`config.mk`:
```
export PLATFORM = sky130hd
export DESIGN_NAME = audio_timer_channels
export DESIGN_NICKNAME = d
export VERILOG_FILES = /design/src/audio_timer_pkg.sv /design/src/wave_stage_if.sv /design/src/audio_wave_stage.sv /design/src/audio_timer_channels.sv
export SDC_FILE = /design/constraint.sdc
export NUM_CORES = 1
export LEC_CHECK = 0
export BUFFER_PORTS_ARGS = -buffer_cell sky130_fd_sc_hd__buf_2
export CAP_MARGIN = 40
export CORE_MARGIN = 5
export CORE_UTILIZATION = 60
export CTS_CLUSTER_SIZE = 40
export DETAILED_ROUTE_END_ITERATION = 10
export GPL_TIMING_DRIVEN = 0
export PLACE_DENSITY = 0.79
export SLEW_MARGIN = 20
export SYNTH_ARGS = -nofsm -noshare
export SYNTH_HDL_FRONTEND = slang
export SYNTH_SLANG_ARGS = --single-unit
```
`constraint.sdc`:
```
create_clock -name clock -period 4.7 [get_ports clock]
set_input_delay 0.94 -clock clock [delete_from_list [all_inputs] [get_ports clock]]
set_output_delay 0.94 -clock clock [all_outputs]
set_load 0.02 [all_outputs]
```
`src/audio_timer_pkg.sv`:
```
/*
  Shared constants for the four-channel sound timer block: register
  offsets on the write port, bit positions in the shared and per-channel
  control registers, reset values and the underflow pipeline depth.
  Assumes every user compiles this package before the design files.
*/
`default_nettype none

package audio_timer_pkg;

  // channel and register geometry
  localparam int unsigned CHANNEL_COUNT   = 4;
  localparam int unsigned COUNTER_WIDTH   = 8;
  localparam int unsigned ADDRESS_WIDTH   = 4;
  localparam int unsigned VOLUME_WIDTH    = 4;

  typedef logic [COUNTER_WIDTH-1:0] byte_type;
  typedef logic [ADDRESS_WIDTH-1:0] address_type;
  typedef logic [VOLUME_WIDTH-1:0]  volume_type;

  // write-port offsets: divisor and waveform control interleave per channel
  localparam address_type CHANNEL1_DIVISOR_OFFSET    = 4'h0;
  localparam address_type CHANNEL1_WAVEFORM_OFFSET   = 4'h1;
  localparam address_type CHANNEL_STRIDE             = 4'h2;
  localparam address_type SHARED_SOUND_CONTROL_OFFSET = 4'h8;

  // reset values of the write-only registers and of the counters
  localparam byte_type DIVISOR_RESET          = 8'h00;
  localparam byte_type WAVEFORM_CONTROL_RESET = 8'h00;
  localparam byte_type SHARED_CONTROL_RESET   = 8'h00;
  localparam byte_type COUNTER_RESET          = 8'h00;

  // shared_sound_control fields
  localparam int unsigned BASE_CLOCK_SELECT_BIT = 0;
  localparam int unsigned LINK_34_BIT           = 3;
  localparam int unsigned LINK_12_BIT           = 4;
  localparam int unsigned FAST_CLOCK_3_BIT      = 5;
  localparam int unsigned FAST_CLOCK_1_BIT      = 6;

  // channel_waveform_control fields
  localparam int unsigned VOLUME_LSB          = 0;
  localparam int unsigned VOLUME_ONLY_BIT     = 4;
  localparam int unsigned SQUARE_SELECT_BIT   = 5;
  localparam int unsigned POLY4_SELECT_BIT    = 6;
  localparam int unsigned UNGATED_CLOCK_BIT   = 7;

  // cycles from a counter borrow to the timer pulse
  localparam int unsigned UNDERFLOW_DELAY = 3;
  typedef logic [1:0] stage_type;
  localparam stage_type STAGE_IDLE  = 2'h0;
  // the registered pulse supplies the last of the three cycles
  localparam stage_type STAGE_START = 2'(UNDERFLOW_DELAY - 1);
  localparam stage_type STAGE_FIRE  = 2'h1;

endpackage

`default_nettype wire

```
`src/wave_stage_if.sv`:
```
/*
  Carrier between the timer core and one channel's waveform stage:
  timer pulse, control byte, shared noise bits and the resulting level.
  Assumes both ends run on the one machine clock.
*/
`default_nettype none

interface wave_stage_if;
  import audio_timer_pkg::*;

  logic       timer_pulse;
  byte_type   control;
  logic       poly4_bit;
  logic       poly5_bit;
  logic       poly17_bit;
  volume_type level;

  modport stage (
    input  timer_pulse,
    input  control,
    input  poly4_bit,
    input  poly5_bit,
    input  poly17_bit,
    output level
  );

  modport feed (
    output timer_pulse,
    output control,
    output poly4_bit,
    output poly5_bit,
    output poly17_bit,
    input  level
  );
endinterface

`default_nettype wire

```
`src/audio_wave_stage.sv`:
```
/*
  Output waveform stage of one sound channel: poly-5 gating of timer
  pulses, square toggle or noise sampling, volume-only override and
  volume gating. Assumes the noise bits come from the shared generators.
*/
`default_nettype none

module audio_wave_stage (
  input  wire logic  clock,
  input  wire logic  reset_n,
  wave_stage_if.stage wave
);
  import audio_timer_pkg::*;

  logic accepted;
  logic digital_out;
  logic next_digital_out;

  always_comb begin
    // poly-5 masks pulses unless the ungated bit is set
    accepted = wave.timer_pulse &&
               (wave.control[UNGATED_CLOCK_BIT] || wave.poly5_bit);
    next_digital_out = digital_out;
    if (accepted) begin
      if (wave.control[SQUARE_SELECT_BIT]) begin
        next_digital_out = !digital_out;
      end else if (wave.control[POLY4_SELECT_BIT]) begin
        next_digital_out = wave.poly4_bit;
      end else begin
        next_digital_out = wave.poly17_bit;
      end
    end
  end

  // keeps running in volume-only mode so hidden state stays live
  always_ff @(posedge clock or negedge reset_n) begin
    if (!reset_n) begin
      digital_out <= 1'b0;
    end else begin
      digital_out <= next_digital_out;
    end
  end

  always_ff @(posedge clock or negedge reset_n) begin
    if (!reset_n) begin
      wave.level <= '0;
    end else if (wave.control[VOLUME_ONLY_BIT] || digital_out) begin
      wave.level <= wave.control[VOLUME_LSB +: VOLUME_WIDTH];
    end else begin
      wave.level <= '0;
    end
  end

endmodule

`default_nettype wire

```
`src/audio_timer_channels.sv`:
```
/*
  Four-channel sound timer block: write-only divisor, waveform control
  and shared control registers, four 8-bit countdown timers with base,
  fast and linked clocking, and one waveform stage per channel.
  Assumes tick enables and noise bits arrive as single-cycle, clock-
  synchronous signals from a separate clock and noise generator, and
  that the clock input is the machine clock of the block.
*/
`default_nettype none

module audio_timer_channels #(
  parameter int unsigned CHANNELS      = audio_timer_pkg::CHANNEL_COUNT,
  parameter int unsigned COUNTER_BITS  = audio_timer_pkg::COUNTER_WIDTH
) (
  input  wire logic                         clock,
  input  wire logic                         reset_n,
  input  wire logic                         write_enable,
  input  wire audio_timer_pkg::address_type write_address,
  input  wire audio_timer_pkg::byte_type    write_data,
  input  wire logic                         tick_15k,
  input  wire logic                         tick_64k,
  input  wire logic                         poly4_bit,
  input  wire logic                         poly5_bit,
  input  wire logic                         poly17_bit,
  output var  logic [3:0]                   timer_pulse,
  output var  audio_timer_pkg::volume_type  channel_level [4]
);
  import audio_timer_pkg::*;

  // the channel wiring below is written for exactly four 8-bit timers
  if (CHANNELS != CHANNEL_COUNT) begin : check_channels
    $error("audio_timer_channels supports exactly four channels");
  end
  if (COUNTER_BITS != COUNTER_WIDTH) begin : check_width
    $error("audio_timer_channels supports only 8-bit counters");
  end

  // write-only register file
  byte_type channel_divisor_regs [4];
  byte_type channel_waveform_regs [4];
  byte_type shared_sound_control;

  // timer core state
  byte_type  counter [4];
  stage_type underflow_stage [4];

  // per-channel steering decoded from the shared control register
  logic       base_tick;
  logic [3:0] tick_enable;
  logic [3:0] low_linked;
  logic [3:0] reload;
  logic [3:0] counting;
  logic [3:0] borrow;

  logic link_12;
  logic link_34;

  assign link_12 = shared_sound_control[LINK_12_BIT];
  assign link_34 = shared_sound_control[LINK_34_BIT];

  // register writes
  always_ff @(posedge clock or negedge reset_n) begin
    if (!reset_n) begin
      shared_sound_control <= SHARED_CONTROL_RESET;
    end else if (write_enable && write_address == SHARED_SOUND_CONTROL_OFFSET) begin
      shared_sound_control <= write_data;
    end
  end

  for (genvar reg_index = 0; reg_index < 4; reg_index++) begin : gen_registers
    localparam address_type DIVISOR_ADDRESS =
      4'(CHANNEL1_DIVISOR_OFFSET + CHANNEL_STRIDE * reg_index);
    localparam address_type WAVEFORM_ADDRESS =
      4'(CHANNEL1_WAVEFORM_OFFSET + CHANNEL_STRIDE * reg_index);

    // held aside until the counter reloads, never loaded directly
    always_ff @(posedge clock or negedge reset_n) begin
      if (!reset_n) begin
        channel_divisor_regs[reg_index] <= DIVISOR_RESET;
      end else if (write_enable && write_address == DIVISOR_ADDRESS) begin
        channel_divisor_regs[reg_index] <= write_data;
      end
    end

    always_ff @(posedge clock or negedge reset_n) begin
      if (!reset_n) begin
        channel_waveform_regs[reg_index] <= WAVEFORM_CONTROL_RESET;
      end else if (write_enable && write_address == WAVEFORM_ADDRESS) begin
        channel_waveform_regs[reg_index] <= write_data;
      end
    end
  end

  // clock routing and linking, decided ahead of any waveform setting
  always_comb begin
    // only one base tick can ever be live
    base_tick = shared_sound_control[BASE_CLOCK_SELECT_BIT] ? tick_15k : tick_64k;

    tick_enable[0] = shared_sound_control[FAST_CLOCK_1_BIT] ? 1'b1 : base_tick;
    tick_enable[2] = shared_sound_control[FAST_CLOCK_3_BIT] ? 1'b1 : base_tick;
    // chained high timers count only the low timer's pulses
    tick_enable[1] = link_12 ? timer_pulse[0] : base_tick;
    tick_enable[3] = link_34 ? timer_pulse[2] : base_tick;

    low_linked = {1'b0, link_34, 1'b0, link_12};

    // a chained low reloads only with its high partner
    reload[0] = link_12 ? timer_pulse[1] : timer_pulse[0];
    reload[1] = timer_pulse[1];
    reload[2] = link_34 ? timer_pulse[3] : timer_pulse[2];
    reload[3] = timer_pulse[3];
  end

  for (genvar ch = 0; ch < 4; ch++) begin : gen_timers
    // an unlinked counter sits still while its underflow drains;
    // a chained low keeps wrapping so it fires every 256 ticks
    assign counting[ch] = tick_enable[ch] &&
                          (underflow_stage[ch] == STAGE_IDLE || low_linked[ch]);
    assign borrow[ch]   = counting[ch] && counter[ch] == COUNTER_RESET;

    // reload wins over counting; the divisor is sampled only here
    always_ff @(posedge clock or negedge reset_n) begin
      if (!reset_n) begin
        counter[ch] <= COUNTER_RESET;
      end else if (reload[ch]) begin
        counter[ch] <= channel_divisor_regs[ch];
      end else if (counting[ch]) begin
        counter[ch] <= counter[ch] - 8'h01;
      end
    end

    // staged-counter latency between the borrow and the pulse
    always_ff @(posedge clock or negedge reset_n) begin
      if (!reset_n) begin
        underflow_stage[ch] <= STAGE_IDLE;
      end else if (borrow[ch]) begin
        underflow_stage[ch] <= STAGE_START;
      end else if (underflow_stage[ch] != STAGE_IDLE) begin
        underflow_stage[ch] <= underflow_stage[ch] - 2'h1;
      end
    end

    // the joint reload starts no stage in the low timer, so no extra pulse
    always_ff @(posedge clock or negedge reset_n) begin
      if (!reset_n) begin
        timer_pulse[ch] <= 1'b0;
      end else begin
        timer_pulse[ch] <= underflow_stage[ch] == STAGE_FIRE;
      end
    end
  end

  // waveform stages see the timer pulses but feed nothing back
  for (genvar ch = 0; ch < 4; ch++) begin : gen_waves
    wave_stage_if wave ();

    assign wave.timer_pulse = timer_pulse[ch];
    assign wave.control     = channel_waveform_regs[ch];
    // one shared generator set feeds every channel
    assign wave.poly4_bit   = poly4_bit;
    assign wave.poly5_bit   = poly5_bit;
    assign wave.poly17_bit  = poly17_bit;
    assign channel_level[ch] = wave.level;

    audio_wave_stage audio_wave_stage_i (
      .clock   (clock),
      .reset_n (reset_n),
      .wave    (wave.stage)
    );
  end

endmodule

`default_nettype wire

```
Yosys cells after proc, flatten, opt, wreduce, memory -nomap -nowiden
Index checks and enable logic that the tools add are counted.

Bits in registers: 135.

$add $sub $neg: 8. Equal/unequal tests: 12. Mux-type cells: 35. Reduce and logical (&&, ||, !) cells: 56.

Operators with widths (count): two-way mux 8 bit (8); logical NOT 8 bit (4); subtractor 8 x 1 -> 8 bit (second input constant) (4); nonzero test 2 bit (12); logical AND 1 bit (21); == test 4 x 3 -> 1 bit (second input constant) (4); two-way mux 2 bit (8); two-way mux 4 bit (4); two-way mux 1 bit (15); logical OR 1 bit (10); == test 2 x 1 -> 1 bit (second input constant) (4); == test 4 x 2 -> 1 bit (second input constant) (2); logical NOT 2 bit (4); subtractor 2 x 1 -> 2 bit (second input constant) (4); == test 4 x 1 -> 1 bit (second input constant) (1); == test 4 bit (second input constant) (1); logical NOT 1 bit (4); logical NOT 4 bit (1).

Longest topological paths before layout
Depth in word-level cells: 5. Gate-level depth with buffers: 6.

Modules after synthesis
Synthesis repeated with hierarchy kept, for this count alone.

Cell total of the unflattened synthesis: 477. Area, all modules: 5940.7 um^2.

Modules (own cells, without submodules): audio_timer_channels (times used 1, cells an instance 417, area an instance 5165.0 um^2, sequential area each 2827.7 um^2); audio_wave_stage (times used 4, cells an instance 15, area an instance 193.9 um^2, sequential area each 125.1 um^2).

Worst setup path before layout
OpenSTA, ideal clock, no wires.

Path kind: input-to-reg. Start: in write_address[3]. End: reg channel_divisor_regs[10] in the netlist's numbering. Library setup time: 0.128 ns. Data arrival time: 2.033 ns. Required time: 4.572 ns. Path slack: 2.539 ns. Stages: 4. Cell sequence: nand3b_1 or3_1 buf_2 mux2_1.

Word-level cells in the longest chain between the ends: 2.

RTL lines: from (decl) (RTL line audio_timer_channels.sv:18) `input wire audio_timer_pkg::address_type write_address,`; == test 4 x 3 -> 1 bit (RTL line audio_timer_channels.sv:80) `end else if (write_enable && write_address == DIVISOR_ADDRESS) begin`; logical AND 1 bit (RTL line audio_timer_channels.sv:80); to (signal, indexed assignment) (RTL line audio_timer_channels.sv:81) `channel_divisor_regs[reg_index] <= write_data;`; to (decl) (RTL line audio_timer_channels.sv:39) `byte_type channel_divisor_regs [4];`.

No other way between the ends. A chain may end at the register's enable or synchronous reset.

Final worst setup path
Start: reg timer_pulse[0] (netlist: gen_waves[0].wave.timer_pulse). End: out timer_pulse[0].

RTL lines: from (decl) (RTL line audio_timer_channels.sv:25) `output var logic [3:0] timer_pulse,`; from (signal, indexed assignment) (RTL line audio_timer_channels.sv:146) `timer_pulse[ch] <= 1'b0;`; from (signal, indexed assignment) (RTL line audio_timer_channels.sv:148) `timer_pulse[ch] <= underflow_stage[ch] == STAGE_FIRE;`.

No word-level cell between the ends.

==> results by group <==
Drt
  – DRC Markers: 0
  – DR WL/cell: 17.6 µm
  – DR pass1 iterations: 4
  – Vias: 3,974
  – Drt total wl: 12,100 µm
  – Vias/cell: 5.75
  – DR iter-0 viols: 188
  – Antenna Nets Post-Route: 0

Place
  – Port buffer count: 37
  – Placed cell area: 0.00635 mm²
  – DP HPWL: 7960 µm
  – GP Congestion: 0.787

Clocking
  – # hold bufs at CTS: 0
  – CTS tree: done
  – Post-CTS Resized: 0
  – CTS Sinks: 133
  – TritonCTS Buffers: 17
  – Clock latency on the worst-skew pair: 0.51 ns
  – Postcts setup bufs: 0
  – Longest Clk Path Bufs: 2
  – Clk root buf: clkbuf_8
  – H-tree levels: 4
  – Clock transition at path regs: 0.06 ns

Yosys
  – Synth Area in Simple Gates: 12.8%
  – Unique cell type count in the Yosys netlist: 48
  – Top_reg_cell synth: dfrtp_1
  – Mean Syn Cell Area: 12.2 µm²
  – Synthesized Nets: 521
  – Area share of fa/ha/maj cells after synthesis: 2.73%
  – Synth area leaders: dfrtp_1 (56%), mux2_2 (13%), ha_1 (2.7%), o21ai_0 (2.3%), nor2b_1 (2.0%)
  – Area of the mapped netlist: 0.00596 mm²
  – Ys async rst share: 100%
  – XOR/XNOR Fraction of Synth Area: 1.91%
  – EDFF count, synth: 0
  – Synth area leader: dfrtp_1
  – Seq/Total Area, Yosys: 55.8%
  – Synth Warn #: 0
  – Share of the synthesized area in the top cell type: 55.8%
  – Mux contribution to synthesized area: 15.3%
  – Largest family of logic cells by synthesized area: multiplexers
  – Compound-Gate Fraction of Synth Area: 8.71%
  – Post-synthesis cell count: 488
  – Yosys reg bits: 133

Power and ir drop
  – PwrDens: 633 mW/mm²
  – Peak VDD IR: 0.300 mV
  – P_leak: 0.00312 µW

Setup path
  – Critical R2R Capture: counter[23]$_DFFE_PN0P_
  – Max FO, Critical Path: 5
  – Critical path arrival: 1.26 ns
  – Setup crit end kind: output pin
  – Setup crit start: gen_waves[0].wave.timer_pulse$_DFF_PN0_
  – R2r startpoint: underflow_stage[5]$_DFFE_PN0P_
  – Critical Path Source Type: flip-flop
  – Worst setup path class: reg2out
  – Reg2Reg Depth: 6
  – CP required: 3.76 ns
  – R2r setup slk: 2.78 ns

GRT
  – Number of global-route vias before repair: 4,246
  – Gr ovfl total: 0
  – GRT Total Usage: 22.9%
  – Initial antenna violation count: 0
  – First-pass GRT wire length: 21,000 µm
  – Largest net degree at the start of global routing: 102

Layout
  – Layout area overhead: 16.0%
  – ANT cells: 0
  – Commonest non-fill, non-tap cell in the layout: dfrtp_1
  – Most frequent cells in the layout: dfrtp_1 (133), mux2_2 (67), buf_2 (39), nand2_1 (31), o21ai_0 (28)
  – Util after Layout: 71.1%
  – Share of cells above drive strength 1: 29.2%
  – Nets: 578
  – Design Area, Final: 0.00692 mm²

Floorplanning
  – Die width: 110 µm
  – Die Span Y: 110 µm
  – Standard-cell row count: 36
  – Core ar.: 0.00973 mm²
  – Initial core utilization: 61.3%
  – # IOs: 40
  – DIE AREA: 0.0120 mm²

Run
  – Max cap viols: 0

Timing
  – Final setup viols: 0
  – Crit path time final: 2.20 ns
  – Slew @ Worst Pin: 0.515 ns
  – Worst Skew: 0.0115 ns
  – Fin crit share: 46.7%
  – Final-report max-slew violation count: 0
  – Fmax achieved: 455 MHz
  – Total negative slack: 0 ns
  – Final Hold Viols: 0
  – Slew headroom: 64.7%
  – Unrepaired setup endpoints after global routing: false

Min path
  – Worst hold-check path type: in2async

Outcome
  – Status: completed
==> sequential cells by signal (all words and copies together) (netlist names) <==
register,cells
shared_sound_control,5
gen_waves.audio_wave_stage_i.wave.level,16
gen_waves.wave.control,32
gen_waves.wave.timer_pulse,4
channel_divisor_regs,32
counter,32
underflow_stage,8
gen_waves.audio_wave_stage_i.digital_out,4
==> power breakdown <==
group | internal (µW) | switching, µW
sequential | 1530 | 255
clock | 759 | 505
combinational | 601 | 734
total | 2890 | 1490
==> per-layer routing <==
metal  up-vias  wire (µm)  GRT usage [%]
met5         -          0              0
met4         0        236           7.93
met3        22        408           5.52
met2        71       6120           37.4
met1      2012       5390           30.3
li1       1869          -              -
==> synth_stat cells (2+ instances only) <==
library cell / count
nor3_1: 4
nand3_1: 11
o31ai_1: 6
o211ai_1: 10
or3_1: 10
o211ai_2: 2
nor2_1: 23
o2111ai_1: 3
o311a_1: 2
xor2_1: 8
nor3b_4: 2
mux2_2: 67
inv_1: 20
buf_2: 3
buf_4: 5
or4_1: 8
o21ai_0: 28
mux2i_1: 5
ha_1: 13
clkbuf_1: 7
nor3b_1: 3
nand2b_1: 4
o311ai_0: 7
o31a_1: 2
nor4_1: 2
or2_2: 8
mux2_1: 8
nor2b_1: 19
nand2_1: 31
dfrtp_1: 133
xnor2_1: 5
a221o_1: 3
a31oi_1: 8
a21oi_1: 2
nand3b_1: 3
==> per-stage QoR <==
step / hold WS (ns) / std cells / power, µW / worst slack (ns)
after detailed placement: 0.468 / 659 / 3110 / 2.27
after global routing: 0.281 / 691 / 4690 / 2.44
after floorplan: 0.440 / 488 / 2730 / 2.54
final: 0.279 / 691 / 4380 / 2.50
after CTS: 0.272 / 691 / 4410 / 2.48
after global placement: 0.452 / 658 / 3010 / 1.00
==> cells by family (layout without fill, tap and decap cells) <==
kind of cell / count (synthesis) / count (layout)
fa+ha+maj: 13 / 13
buf+inv: 37 / 107
mux: 81 / 81
simple gates: 136 / 136
compound gates: 75 / 75
flops: 133 / 133
xor+xnor: 13 / 13
==> worst max-delay path by stage <==
stage                                               end  slack, ns  cells after the start
2_1_floorplan      channel_divisor_regs[10]$_DFFE_PN0P_       2.54                      4
3_3_place_gp   gen_waves[3].wave.control[3]$_DFFE_PN0P_       1.00                      1
3_5_place_dp        channel_divisor_regs[8]$_DFFE_PN0P_       2.27                      5
4_1_cts                                  timer_pulse[0]       2.48                      2
5_1_grt                                  timer_pulse[1]       2.44                      2
6_report                                 timer_pulse[0]       2.50                      2
==> worst max-delay path, stage by stage (launching register included) <==
cell and delay, ns:
dfrtp_1 0.45, buf_4 0.16, buf_2 0.15
==> area by class of cell <==
| class | count | area, µm² |
|---|---|---|
| sequential | 133 | 3330 |
| fill | 674 | 2810 |
| multi-input combinational | 318 | 2470 |
| clock buffer | 18 | 418 |
| timing repair buffer | 38 | 223 |
| tap | 133 | 166 |
| clock inverter | 14 | 150 |
| buffer | 16 | 90.1 |
| inverter | 21 | 78.8 |
No activity file was read; power rests on OpenSTA's default activity.
